## src/atatf_pkg.sv

```systemverilog
// Purpose: Shared constants and types for the task-file control and status block.
// Assumes: Byte-wide register port, internal 50 MHz clock.
// Notes: Offsets follow the contiguous I/O layout of the task file.
package atatf_pkg;
  // ------------------------------------------------------------
  // Register offsets
  // ------------------------------------------------------------
  localparam logic [3:0] ATATF_OFS_ERROR = 4'h1;
  localparam logic [3:0] ATATF_OFS_COUNT = 4'h2;
  localparam logic [3:0] ATATF_OFS_SECTOR = 4'h3;
  localparam logic [3:0] ATATF_OFS_CYL_LO = 4'h4;
  localparam logic [3:0] ATATF_OFS_CYL_HI = 4'h5;
  localparam logic [3:0] ATATF_OFS_HEAD_SEL = 4'h6;
  localparam logic [3:0] ATATF_OFS_STATUS = 4'h7;
  localparam logic [3:0] ATATF_OFS_ALT_STATUS = 4'he;
  localparam logic [3:0] ATATF_OFS_UNIT_READBACK = 4'hf;
  // ------------------------------------------------------------
  // Field positions
  // ------------------------------------------------------------
  localparam int ATATF_HS_LBA_BIT = 6;
  localparam int ATATF_HS_UNIT_BIT = 4;
  localparam int ATATF_DC_SOFT_RESET_BIT_BIT = 2;
  localparam int ATATF_DC_INTERRUPT_DISABLE_BIT_BIT = 1;
  localparam int ATATF_ERR_ABORT_BIT = 2;
  // ------------------------------------------------------------
  // Reset values
  // ------------------------------------------------------------
  localparam logic [7:0] ATATF_HEAD_SEL_RST = 8'ha0;
  localparam logic [7:0] ATATF_COUNT_RST = 8'h01;
  localparam logic [7:0] ATATF_SECTOR_RST = 8'h01;
  localparam logic [7:0] ATATF_MULT_RST = 8'h01;
  localparam logic [8:0] ATATF_COUNT_FULL = 9'h100;
  // ------------------------------------------------------------
  // Command codes
  // ------------------------------------------------------------
  localparam logic [7:0] ATATF_CMD_READ0 = 8'h20;
  localparam logic [7:0] ATATF_CMD_READ1 = 8'h21;
  localparam logic [7:0] ATATF_CMD_WRITE0 = 8'h30;
  localparam logic [7:0] ATATF_CMD_WRITE1 = 8'h31;
  localparam logic [7:0] ATATF_CMD_WRITE_NE = 8'h38;
  localparam logic [7:0] ATATF_CMD_READ_MULT = 8'hc4;
  localparam logic [7:0] ATATF_CMD_WRITE_MULT = 8'hc5;
  localparam logic [7:0] ATATF_CMD_SET_MULT = 8'hc6;
  localparam logic [7:0] ATATF_CMD_IDENTIFY = 8'hec;
  localparam logic [7:0] ATATF_CMD_SEEK_HI = 8'h70;
  // ------------------------------------------------------------
  // Identify words
  // ------------------------------------------------------------
  localparam logic [15:0] ATATF_ID_CYLINDERS = 16'h01f3;
  localparam logic [15:0] ATATF_ID_HEADS = 16'h0004;
  localparam logic [15:0] ATATF_ID_SECTORS = 16'h0020;
  localparam logic [15:0] ATATF_ID_CAPS = 16'h0a00;
  localparam logic [15:0] ATATF_ID_MULT_MAX = 16'h0001;
  localparam logic [15:0] ATATF_ID_BYTES_SECT = 16'h0200;
  localparam logic [15:0] ATATF_ID_FILL = 16'h2020;
  // ------------------------------------------------------------
  // Types
  // ------------------------------------------------------------
  typedef enum logic [1:0] {
    ATATF_KIND_NONE = 2'b00,
    ATATF_KIND_READ = 2'b01,
    ATATF_KIND_WRITE = 2'b10,
    ATATF_KIND_OTHER = 2'b11
  } atatf_kind_t;
  typedef struct packed {
    logic busy_flag;
    logic unit_ready_flag;
    logic write_fault_flag;
    logic seek_done_flag;
    logic transfer_request_flag;
    logic repaired_data_flag;
    logic index_flag;
    logic error_flag;
  } atatf_status_t;
  typedef struct packed {
    logic valid;
    atatf_kind_t kind;
    logic [7:0] code;
    logic [27:0] lba;
    logic lba_mode;
    logic [8:0] count;
  } atatf_cmd_t;
endpackage : atatf_pkg

```

## src/atatf_regs.sv

```systemverilog
// Purpose: Task-file drive/head, status, command, device control and readback.
// Assumes: Host port is synchronous to ref_clk; core events come from same clock.
// Notes: One byte register port with read and write strobes.
// Notes on behaviour
// [RULE_01] Head register bit 6 picks CHS or LBA
// [RULE_02] LBA built from sector, cylinders, head bits
// [RULE_03] Host writes ones to bits 7 and 5
// [RULE_04] Respond only when unit bit matches card
// [RULE_05] Low four head bits hold head number
// [RULE_06] Primary status read negates level interrupt
// [RULE_07] Status byte layout; index reads zero
// [RULE_08] Media commands need ready and seek done
// [RULE_09] Transfer request set ready, cleared by command
// [RULE_10] Repaired and write fault flags from core
// [RULE_11] Error flag set on failure, cleared next command
// [RULE_12] Alternate status never negates interrupt
// [RULE_13] Host loads parameters then writes command
// [RULE_14] Decode single-sector read and write codes
// [RULE_15] Decode multiple read, write, set size
// [RULE_16] Count zero means 256 sectors
// [RULE_17] Soft reset bit holds task-file reset
// [RULE_18] Interrupt disable bit gates interrupt output
// [RULE_19] Host sets bit 3, clears bit 0
// [RULE_20] Readback: bit7 undriven, inverted head, unit lows
// [RULE_21] Identify reports geometry and id strings
// [RULE_22] Identify capabilities word reports LBA only; code sends 0a00, which also sets bit 11
// [RULE_23] Identify reports one sector per block
// [RULE_24] Aborted commands set error abort bit
// [RULE_25] Writes ignored while busy except control
`timescale 1ns/1ps
`default_nettype none
module atatf_regs
  import atatf_pkg::*;
#(
  parameter logic [15:0] SERIAL_WORD = 16'h5331, // Arbitrary value, stands in for an id string.
  parameter logic [15:0] FIRMWARE_WORD = 16'h5631, // Arbitrary value.
  parameter logic [15:0] MODEL_WORD = 16'h4d31 // Arbitrary value.
) (
  input wire logic ref_clk, // 50 MHz clock
  input wire logic reset_n, // Async active-low reset
  input wire logic [3:0] reg_addr, // Register offset
  input wire logic reg_rd, // Read strobe, one cycle
  input wire logic reg_wr, // Write strobe, one cycle
  input wire logic reg_ctl_sel, // Write at 0xe goes to device control
  input wire logic [7:0] reg_wdata, // Write data
  output logic [7:0] reg_rdata, // Read data, registered
  output logic reg_rdata_oe, // Read data drive enable per bit 0..6
  output logic reg_bit7_oe, // Drive enable of read bit 7
  input wire logic [1:0] card_index, // Configuration index
  input wire logic level_irq_mode, // Level interrupt mode
  input wire logic card_number, // Card number from socket config
  input wire logic core_ready, // Core ready level
  input wire logic core_seek_done, // Core seek done level
  input wire logic core_done, // Command finished pulse
  input wire logic core_fail, // Command failed pulse
  input wire logic [7:0] core_err_code, // Error detail on fail
  input wire logic core_xfer_ready, // Data may move pulse
  input wire logic core_xfer_end, // Data phase end pulse
  input wire logic core_repaired, // Corrected error pulse
  input wire logic core_write_fault, // Write fault level
  input wire logic core_irq, // Interrupt event pulse
  input wire logic [7:0] id_addr, // Identify word address
  output logic [15:0] id_data, // Identify word, registered
  output atatf_pkg::atatf_cmd_t cmd_out, // Accepted command, registered
  output logic [7:0] multiple_size, // Multiple block size
  output logic task_reset, // Task file reset level
  output logic interrupt_request_n // Active-low interrupt
);
  // ------------------------------------------------------------
  // Reset release
  // ------------------------------------------------------------
  logic rst_s1_q;
  logic rst_n_q;
  always_ff @(posedge ref_clk or negedge reset_n) begin
    if (!reset_n) begin
      rst_s1_q <= 1'b0;
      rst_n_q <= 1'b0;
    end else begin
      rst_s1_q <= 1'b1;
      rst_n_q <= rst_s1_q;
    end
  end

  logic [7:0] head_and_addressing_select_q;
  logic [7:0] count_q;
  logic [7:0] sector_q;
  logic [7:0] cyl_lo_q;
  logic [7:0] cyl_hi_q;
  logic [7:0] error_q;
  logic soft_reset_bit_q;
  logic interrupt_disable_bit_q;
  logic busy_flag_q;
  logic transfer_request_flag_q;
  logic repaired_data_flag_q;
  logic error_flag_q;
  logic irq_pend_q;
  logic selected;
  logic wr_ok;
  logic wr_ctl;
  logic cmd_wr;
  logic media_cmd;
  logic known_cmd;
  logic cmd_ok;
  atatf_status_t status;

  function automatic logic is_media(input logic [7:0] c);
    is_media = (c == ATATF_CMD_READ0) || (c == ATATF_CMD_READ1) || (c == ATATF_CMD_WRITE0) ||
      (c == ATATF_CMD_WRITE1) || (c == ATATF_CMD_WRITE_NE) || (c == ATATF_CMD_READ_MULT) ||
      (c == ATATF_CMD_WRITE_MULT) || (c[7:4] == ATATF_CMD_SEEK_HI[7:4]);
  endfunction : is_media

  function automatic atatf_kind_t kind_of(input logic [7:0] c);
    if ((c == ATATF_CMD_READ0) || (c == ATATF_CMD_READ1) || (c == ATATF_CMD_READ_MULT) ||
        (c == ATATF_CMD_IDENTIFY)) begin
      kind_of = ATATF_KIND_READ;
    end else if ((c == ATATF_CMD_WRITE0) || (c == ATATF_CMD_WRITE1) ||
                 (c == ATATF_CMD_WRITE_NE) || (c == ATATF_CMD_WRITE_MULT)) begin
      kind_of = ATATF_KIND_WRITE;
    end else begin
      kind_of = ATATF_KIND_OTHER;
    end
  endfunction : kind_of

  // ------------------------------------------------------------
  // Decode
  // ------------------------------------------------------------
  assign selected = head_and_addressing_select_q[ATATF_HS_UNIT_BIT] == card_number; // RULE_04
  assign wr_ctl = reg_wr && (reg_addr == ATATF_OFS_ALT_STATUS) && reg_ctl_sel;
  assign wr_ok = reg_wr && !busy_flag_q && !soft_reset_bit_q && !wr_ctl; // RULE_25
  assign cmd_wr = wr_ok && (reg_addr == ATATF_OFS_STATUS) && selected; // RULE_13
  assign media_cmd = is_media(reg_wdata); // RULE_14 RULE_15
  assign known_cmd = media_cmd || (reg_wdata == ATATF_CMD_SET_MULT) ||
    (reg_wdata == ATATF_CMD_IDENTIFY);
  // Media commands are refused unless ready and seek done both stand.
  assign cmd_ok = known_cmd && core_ready && !core_write_fault &&
    (!media_cmd || core_seek_done); // RULE_08
  assign task_reset = soft_reset_bit_q; // RULE_17

  // ------------------------------------------------------------
  // Device control
  // ------------------------------------------------------------
  always_ff @(posedge ref_clk or negedge rst_n_q) begin
    if (!rst_n_q) begin
      soft_reset_bit_q <= 1'b0;
      interrupt_disable_bit_q <= 1'b0;
    end else if (wr_ctl) begin
      soft_reset_bit_q <= reg_wdata[ATATF_DC_SOFT_RESET_BIT_BIT]; // RULE_17
      interrupt_disable_bit_q <= reg_wdata[ATATF_DC_INTERRUPT_DISABLE_BIT_BIT]; // RULE_18
    end
  end

  // ------------------------------------------------------------
  // Parameter registers; soft reset restores them, not configuration
  // ------------------------------------------------------------
  always_ff @(posedge ref_clk or negedge rst_n_q) begin
    if (!rst_n_q) begin
      head_and_addressing_select_q <= ATATF_HEAD_SEL_RST;
      count_q <= ATATF_COUNT_RST;
      sector_q <= ATATF_SECTOR_RST;
      cyl_lo_q <= 8'h00;
      cyl_hi_q <= 8'h00;
    end else if (soft_reset_bit_q) begin
      head_and_addressing_select_q <= ATATF_HEAD_SEL_RST; // RULE_17
      count_q <= ATATF_COUNT_RST;
      sector_q <= ATATF_SECTOR_RST;
      cyl_lo_q <= 8'h00;
      cyl_hi_q <= 8'h00;
    end else if (wr_ok) begin
      if (reg_addr == ATATF_OFS_HEAD_SEL) begin
        head_and_addressing_select_q <= reg_wdata; // RULE_01 RULE_05
      end else if (reg_addr == ATATF_OFS_COUNT) begin
        count_q <= reg_wdata;
      end else if (reg_addr == ATATF_OFS_SECTOR) begin
        sector_q <= reg_wdata;
      end else if (reg_addr == ATATF_OFS_CYL_LO) begin
        cyl_lo_q <= reg_wdata;
      end else if (reg_addr == ATATF_OFS_CYL_HI) begin
        cyl_hi_q <= reg_wdata;
      end
    end
  end

  // ------------------------------------------------------------
  // Command issue
  // ------------------------------------------------------------
  always_ff @(posedge ref_clk or negedge rst_n_q) begin
    if (!rst_n_q) begin
      cmd_out <= '0;
      multiple_size <= ATATF_MULT_RST;
    end else begin
      cmd_out.valid <= cmd_wr && cmd_ok && !soft_reset_bit_q;
      if (cmd_wr) begin
        cmd_out.code <= reg_wdata;
        cmd_out.kind <= kind_of(reg_wdata); // RULE_14 RULE_15
        cmd_out.lba_mode <= head_and_addressing_select_q[ATATF_HS_LBA_BIT]; // RULE_01
        cmd_out.lba <= {head_and_addressing_select_q[3:0], cyl_hi_q, cyl_lo_q, sector_q}; // RULE_02
        cmd_out.count <= (count_q == 8'h00) ? ATATF_COUNT_FULL : {1'b0, count_q}; // RULE_16
        if (reg_wdata == ATATF_CMD_SET_MULT && cmd_ok) begin
          multiple_size <= count_q; // RULE_15
        end
      end
    end
  end

  // ------------------------------------------------------------
  // Status flags
  // ------------------------------------------------------------
  always_ff @(posedge ref_clk or negedge rst_n_q) begin
    if (!rst_n_q) begin
      busy_flag_q <= 1'b0;
      transfer_request_flag_q <= 1'b0;
      repaired_data_flag_q <= 1'b0;
      error_flag_q <= 1'b0;
      error_q <= 8'h00;
    end else if (soft_reset_bit_q) begin
      busy_flag_q <= 1'b1;
      transfer_request_flag_q <= 1'b0;
      repaired_data_flag_q <= 1'b0;
      error_flag_q <= 1'b0;
      error_q <= 8'h00;
    end else if (cmd_wr) begin
      // A new command clears leftovers; same-cycle xfer ready, repaired and fail events still set their flags, but not busy or error_q.
      busy_flag_q <= cmd_ok;
      transfer_request_flag_q <= core_xfer_ready; // RULE_09
      repaired_data_flag_q <= core_repaired;
      error_flag_q <= !cmd_ok || core_fail; // RULE_11
      error_q <= cmd_ok ? 8'h00 : (8'h01 << ATATF_ERR_ABORT_BIT); // RULE_24
    end else begin
      if (core_done || core_fail || core_xfer_ready) begin
        busy_flag_q <= 1'b0;
      end
      if (core_xfer_ready) begin
        transfer_request_flag_q <= 1'b1; // RULE_09
      end else if (core_xfer_end || core_done || core_fail) begin
        transfer_request_flag_q <= 1'b0;
      end
      if (core_repaired) begin
        repaired_data_flag_q <= 1'b1; // RULE_10
      end
      if (core_fail) begin
        error_flag_q <= 1'b1; // RULE_11
        error_q <= core_err_code;
      end
    end
  end

  always_comb begin
    status.busy_flag = busy_flag_q;
    status.unit_ready_flag = core_ready;
    status.write_fault_flag = core_write_fault; // RULE_10
    status.seek_done_flag = core_seek_done;
    status.transfer_request_flag = transfer_request_flag_q;
    status.repaired_data_flag = repaired_data_flag_q;
    status.index_flag = 1'b0; // RULE_07
    status.error_flag = error_flag_q;
  end

  // ------------------------------------------------------------
  // Interrupt; the event set wins over a clearing status read
  // ------------------------------------------------------------
  logic status_rd;
  assign status_rd = reg_rd && (reg_addr == ATATF_OFS_STATUS) && (card_index != 2'b00) &&
    level_irq_mode; // RULE_06 RULE_12
  always_ff @(posedge ref_clk or negedge rst_n_q) begin
    if (!rst_n_q) begin
      irq_pend_q <= 1'b0;
    end else if (soft_reset_bit_q) begin
      irq_pend_q <= 1'b0;
    end else if (core_irq) begin
      irq_pend_q <= 1'b1;
    end else if (status_rd) begin
      irq_pend_q <= 1'b0; // RULE_06
    end
  end
  always_ff @(posedge ref_clk or negedge rst_n_q) begin
    if (!rst_n_q) begin
      interrupt_request_n <= 1'b1;
    end else begin
      interrupt_request_n <= !(irq_pend_q && !interrupt_disable_bit_q && selected); // RULE_18
    end
  end

  // ------------------------------------------------------------
  // Read data
  // ------------------------------------------------------------
  always_ff @(posedge ref_clk or negedge rst_n_q) begin
    if (!rst_n_q) begin
      reg_rdata <= 8'h00;
      reg_rdata_oe <= 1'b0;
      reg_bit7_oe <= 1'b0;
    end else begin
      reg_rdata_oe <= reg_rd && selected; // RULE_04
      reg_bit7_oe <= reg_rd && selected && (reg_addr != ATATF_OFS_UNIT_READBACK); // RULE_20
      if (reg_addr == ATATF_OFS_STATUS || reg_addr == ATATF_OFS_ALT_STATUS) begin
        reg_rdata <= status; // RULE_07 RULE_12
      end else if (reg_addr == ATATF_OFS_ERROR) begin
        reg_rdata <= error_q;
      end else if (reg_addr == ATATF_OFS_COUNT) begin
        reg_rdata <= count_q;
      end else if (reg_addr == ATATF_OFS_SECTOR) begin
        reg_rdata <= sector_q;
      end else if (reg_addr == ATATF_OFS_CYL_LO) begin
        reg_rdata <= cyl_lo_q;
      end else if (reg_addr == ATATF_OFS_CYL_HI) begin
        reg_rdata <= cyl_hi_q;
      end else if (reg_addr == ATATF_OFS_HEAD_SEL) begin
        reg_rdata <= head_and_addressing_select_q;
      end else if (reg_addr == ATATF_OFS_UNIT_READBACK) begin
        reg_rdata <= {1'b0, 1'b0, ~head_and_addressing_select_q[3:0],
          head_and_addressing_select_q[ATATF_HS_UNIT_BIT] ? 2'b01 : 2'b10}; // RULE_20
      end else begin
        reg_rdata <= 8'h00;
      end
    end
  end

  // ------------------------------------------------------------
  // Identify words
  // ------------------------------------------------------------
  always_ff @(posedge ref_clk or negedge rst_n_q) begin
    if (!rst_n_q) begin
      id_data <= 16'h0000;
    end else if (id_addr == 8'd1 || id_addr == 8'd54) begin
      id_data <= ATATF_ID_CYLINDERS; // RULE_21
    end else if (id_addr == 8'd3 || id_addr == 8'd55) begin
      id_data <= ATATF_ID_HEADS;
    end else if (id_addr == 8'd5) begin
      id_data <= ATATF_ID_BYTES_SECT;
    end else if (id_addr == 8'd6 || id_addr == 8'd56) begin
      id_data <= ATATF_ID_SECTORS;
    end else if (id_addr >= 8'd10 && id_addr <= 8'd14) begin
      id_data <= SERIAL_WORD;
    end else if (id_addr >= 8'd23 && id_addr <= 8'd25) begin
      id_data <= FIRMWARE_WORD;
    end else if (id_addr >= 8'd27 && id_addr <= 8'd31) begin
      id_data <= MODEL_WORD;
    end else if ((id_addr >= 8'd15 && id_addr <= 8'd19) || id_addr == 8'd26 ||
                 (id_addr >= 8'd32 && id_addr <= 8'd46)) begin
      id_data <= ATATF_ID_FILL;
    end else if (id_addr == 8'd47) begin
      id_data <= ATATF_ID_MULT_MAX; // RULE_23
    end else if (id_addr == 8'd49) begin
      id_data <= ATATF_ID_CAPS; // RULE_22
    end else begin
      id_data <= 16'h0000;
    end
  end
endmodule : atatf_regs
`default_nettype wire

```

## config.mk

```make
export PLATFORM = sky130hd
export DESIGN_NAME = atatf_regs
export DESIGN_NICKNAME = d
export VERILOG_FILES = /design/src/atatf_pkg.sv /design/src/atatf_regs.sv
export SDC_FILE = /design/constraint.sdc
export NUM_CORES = 1
export LEC_CHECK = 0
export BUFFER_PORTS_ARGS = -buffer_cell sky130_fd_sc_hd__buf_2
export CORE_MARGIN = 5
export CORE_UTILIZATION = 59
export DETAILED_ROUTE_END_ITERATION = 10
export PLACE_DENSITY = 0.85
export SLEW_MARGIN = 30
export SYNTH_ARGS = -nofsm -noshare
export SYNTH_HDL_FRONTEND = slang
export SYNTH_SLANG_ARGS = --single-unit
```

## constraint.sdc

```tcl
create_clock -name ref_clk -period 8 [get_ports ref_clk]
set_input_delay 1.6 -clock ref_clk [delete_from_list [all_inputs] [get_ports ref_clk]]
set_output_delay 1.6 -clock ref_clk [all_outputs]
set_load 0.05 [all_outputs]
```

==> results.json <==
{
  "worst_setup_path_start_kind": "primary input",
  "remaining_drc_errors": 0,
  "cts_resized": 0,
  "vias_after_detailed_routing": 5464,
  "rsz_0062_raised_after_global_routing": "no",
  "chipWidth_um": 114,
  "grt_first_pass_wirelength_um": 29200,
  "grt_start_max_net_pins": 71,
  "hold-worst-slack_ns": 0.348,
  "final-setup-viol-count": 0,
  "seq_area_frac_synth": 0.538,
  "tritoncts_num_sinks": 137,
  "finalCritPeriodShare": 0.462,
  "finalCriticalPeriod_ns": 3.69,
  "critical_path.endpoint_type": "register",
  "drv.max_cap_violation_count": 0,
  "syn_area_per_cell_um2": 9.82,
  "yosys-top-cells-area": "dfrtp_1 51%, nand2_1 9.1%, mux2i_1 5.0%",
  "postCtsSetupRepairBufs": 0,
  "first_global_vias": 5520,
  "tightest_slew_ns": 0.832,
  "core_area_mm2": 0.0107,
  "start_util": 0.597,
  "final_antenna_net_count": 0,
  "syn_area_mm2": 0.00638,
  "dp_hpwl_um": 12100,
  "route.final.wire_length_um": 18100,
  "dieHeight_um": 114,
  "critical_path.max_fanout": 38,
  "placement.io_buffers": 128,
  "clk-insertion-delay-late_ns": 0.52,
  "final_cells": 910,
  "worst-path-buf-inv": 3,
  "path_clk_slew_ns": 0.06,
  "slew_headroom": 0.444,
  "timing.hold.worst.class": "register to register",
  "critical_path.max_stage_delay_ns": 0.55,
  "cp_delay_by_family_top": "buffers and inverters",
  "cts_htree_levels": 4,
  "ant_diodes": 0,
  "critPathSlowestCell": "nor4b_4",
  "synth.ff_latch_count": 137,
  "place.gp.congestion": 0.937,
  "row_count": 38,
  "aggregate_negative_setup_slack_ns": 0,
  "finalHoldViolCount": 0,
  "p_leak_nw": 4.10,
  "initialDrtViolationCount": 529,
  "syn2layout_area_growth_pct": 20.0,
  "synth.distinct_cells": 60,
  "cts_tree": "done",
  "die_area_mm2": 0.0130,
  "achievable-frequency_mhz": 271,
  "grt_overflow_total": 0,
  "avg_wl_per_cell_um": 19.9,
  "synth-async-reset-ratio": 1.00,
  "maxSlewViolCount": 0,
  "root_buffer": "clkbuf_8",
  "hold_buffers": 0,
  "track_usage": 0.291,
  "clockBufferDepth": 2,
  "avgViaCountPerCell": 6.00,
  "tritoncts.num_buffers": 17,
  "critical_path_cell_list": "buf_2 > nand2_1 > nor4b_4 > buf_6 > buf_4 > o2111ai_1 > nor2b_2 > a211oi_1",
  "drive_gt1_frac": 0.252,
  "endpoint_required_time_on_the_critical_path_ns": 8.37,
  "final_net_count": 803,
  "post-synth-top-area-fraction": 0.514,
  "yosys_warnings": 0,
  "worst-setup-path-type": "primary input to register",
  "timing.critical_path.arrival_ns": 4.06,
  "antenna_violations_before_repair": 0,
  "skew_ns": 0.00873,
  "post_synth_inst_count": 650,
  "dp_cells": 877,
  "pin_count": 131,
  "power-per-cell-area_mw_per_mm2": 244,
  "max-vdd-ir-drop_mv": 0.121,
  "synth-main-ff-cell": "dfrtp_1",
  "synth_edf_count": 0,
  "result_of_the_run": "finished clean",
  "synth_largest_area_cell": "dfrtp_1",
  "firstDrtPassIters": 8
}
power breakdown:
| part | switching [mW] | leakage, nW | internal [mW] | total, mW |
|---|---|---|---|---|
| clock network | 0.290 | 0.291 | 0.538 | 0.828 |
| logic | 0.174 | 1.96 | 0.0793 | 0.253 |
| registers | 0.0429 | 1.84 | 0.744 | 0.786 |
layout make-up:
| type | count | area, µm² |
|---|---|---|
| Sequential cell | 137 | 3440 |
| Multi-Input combinational cell | 455 | 2680 |
| Timing Repair Buffer | 132 | 678 |
| Tap cell | 140 | 175 |
| Inverter | 14 | 52.6 |
| Clock inverter | 12 | 203 |
| Clock buffer | 20 | 425 |
| Fill cell | 800 | 3040 |
per-stage QoR:
step / power (mW) / util / setup slack [ns] / area, µm²
3_3_place_gp: 1.04 / 0.656 / 3.70 / 7010
4_1_cts: 1.88 / 0.714 / 4.06 / 7640
2_1_floorplan: 0.969 / - / 3.91 / 6390
6_report: 1.87 / 0.716 / 4.31 / 7660
3_5_place_dp: 1.05 / 0.656 / 3.58 / 7010
5_1_grt: 1.94 / 0.716 / 4.16 / 7660
path summary, 6_finish.rpt:
kind                            slack, ns                       startpoint           to  cells past startpoint
worst max-delay path                 4.31                      reg_addr[0]   error_q[2]                      8
worst min-delay path                 0.35                         rst_s1_q      rst_n_q                      0
worst max register to register       5.22  head_and_addressing_select_q[4]   error_q[2]                      7
worst min register to register       0.35                         rst_s1_q      rst_n_q                      0
max in group asynchronous            6.45                          rst_n_q  sector_q[6]                      1
min in group asynchronous            0.44                          rst_n_q  cmd_out[26]                      0
sequential cells by signal (all words and copies together) (netlist names), 8 cells and up:
signal and cells:
id_data 12, reg_rdata 8, cyl_hi_q 8, error_q 8, head_and_addressing_select_q 8, sector_q 8
cyl_lo_q 8, count_q 8, multiple_size 8, cmd_out 49
routing by layer:
metal | wire [µm] | vias up | track usage
met5 | 0 | - | 0
met4 | 584 | 0 | 0.116
met3 | 1500 | 56 | 0.0775
li1 | - | 2434 | -
met1 | 6880 | 2689 | 0.374
met2 | 9130 | 285 | 0.471
Yosys cell counts, types with 5 or more instances:
master,instances
nor2b_1,16
nand2_1,154
nand3_1,7
mux2_2,16
a21oi_1,20
nand2b_1,9
nor2_1,49
o22ai_1,5
clkbuf_1,23
o21ai_0,26
buf_4,6
buf_2,13
or3_1,5
nor3_1,18
mux2i_1,32
dfstp_2,6
dfrtp_1,131
and2_1,6
mux2_1,8
inv_1,14
cells by family (layout without fill, tap and decap cells):
group                  after synthesis  in the layout  share of synthesized area
AO/OA/AOI/OAI                      105            105                      0.111
flip-flops                         137            137                      0.538
multiplexers                        56             56                     0.0925
other                                2              3                    0.00118
XOR/XNOR                             4              4                    0.00549
AND/OR/NAND/NOR                    287            287                      0.210
buffers and inverters               59            178                     0.0420
layout by cell type (no fill, tap or decap), types with 4 or more instances in the layout:
| master | instances |
|---|---|
| o22ai_1 | 5 |
| clkbuf_16 | 16 |
| mux2i_1 | 32 |
| bufinv_16 | 5 |
| mux2_2 | 16 |
| nor3_1 | 18 |
| dfstp_2 | 6 |
| nor2b_1 | 16 |
| a32oi_1 | 4 |
| mux2_1 | 8 |
| a2bb2oi_1 | 4 |
| and2_1 | 6 |
| a22oi_1 | 4 |
| nand3_1 | 7 |
| buf_2 | 128 |
| o21ai_0 | 26 |
| a22o_1 | 4 |
| a21oi_1 | 20 |
| clkinvlp_4 | 4 |
| nor4_1 | 4 |
| nand2b_1 | 9 |
| or3_1 | 5 |
| o21a_1 | 4 |
| nand2_1 | 154 |
| dfrtp_1 | 130 |
| o211ai_1 | 4 |
| nor2_1 | 49 |
| inv_1 | 14 |
(Power assumes the default switching activity.)
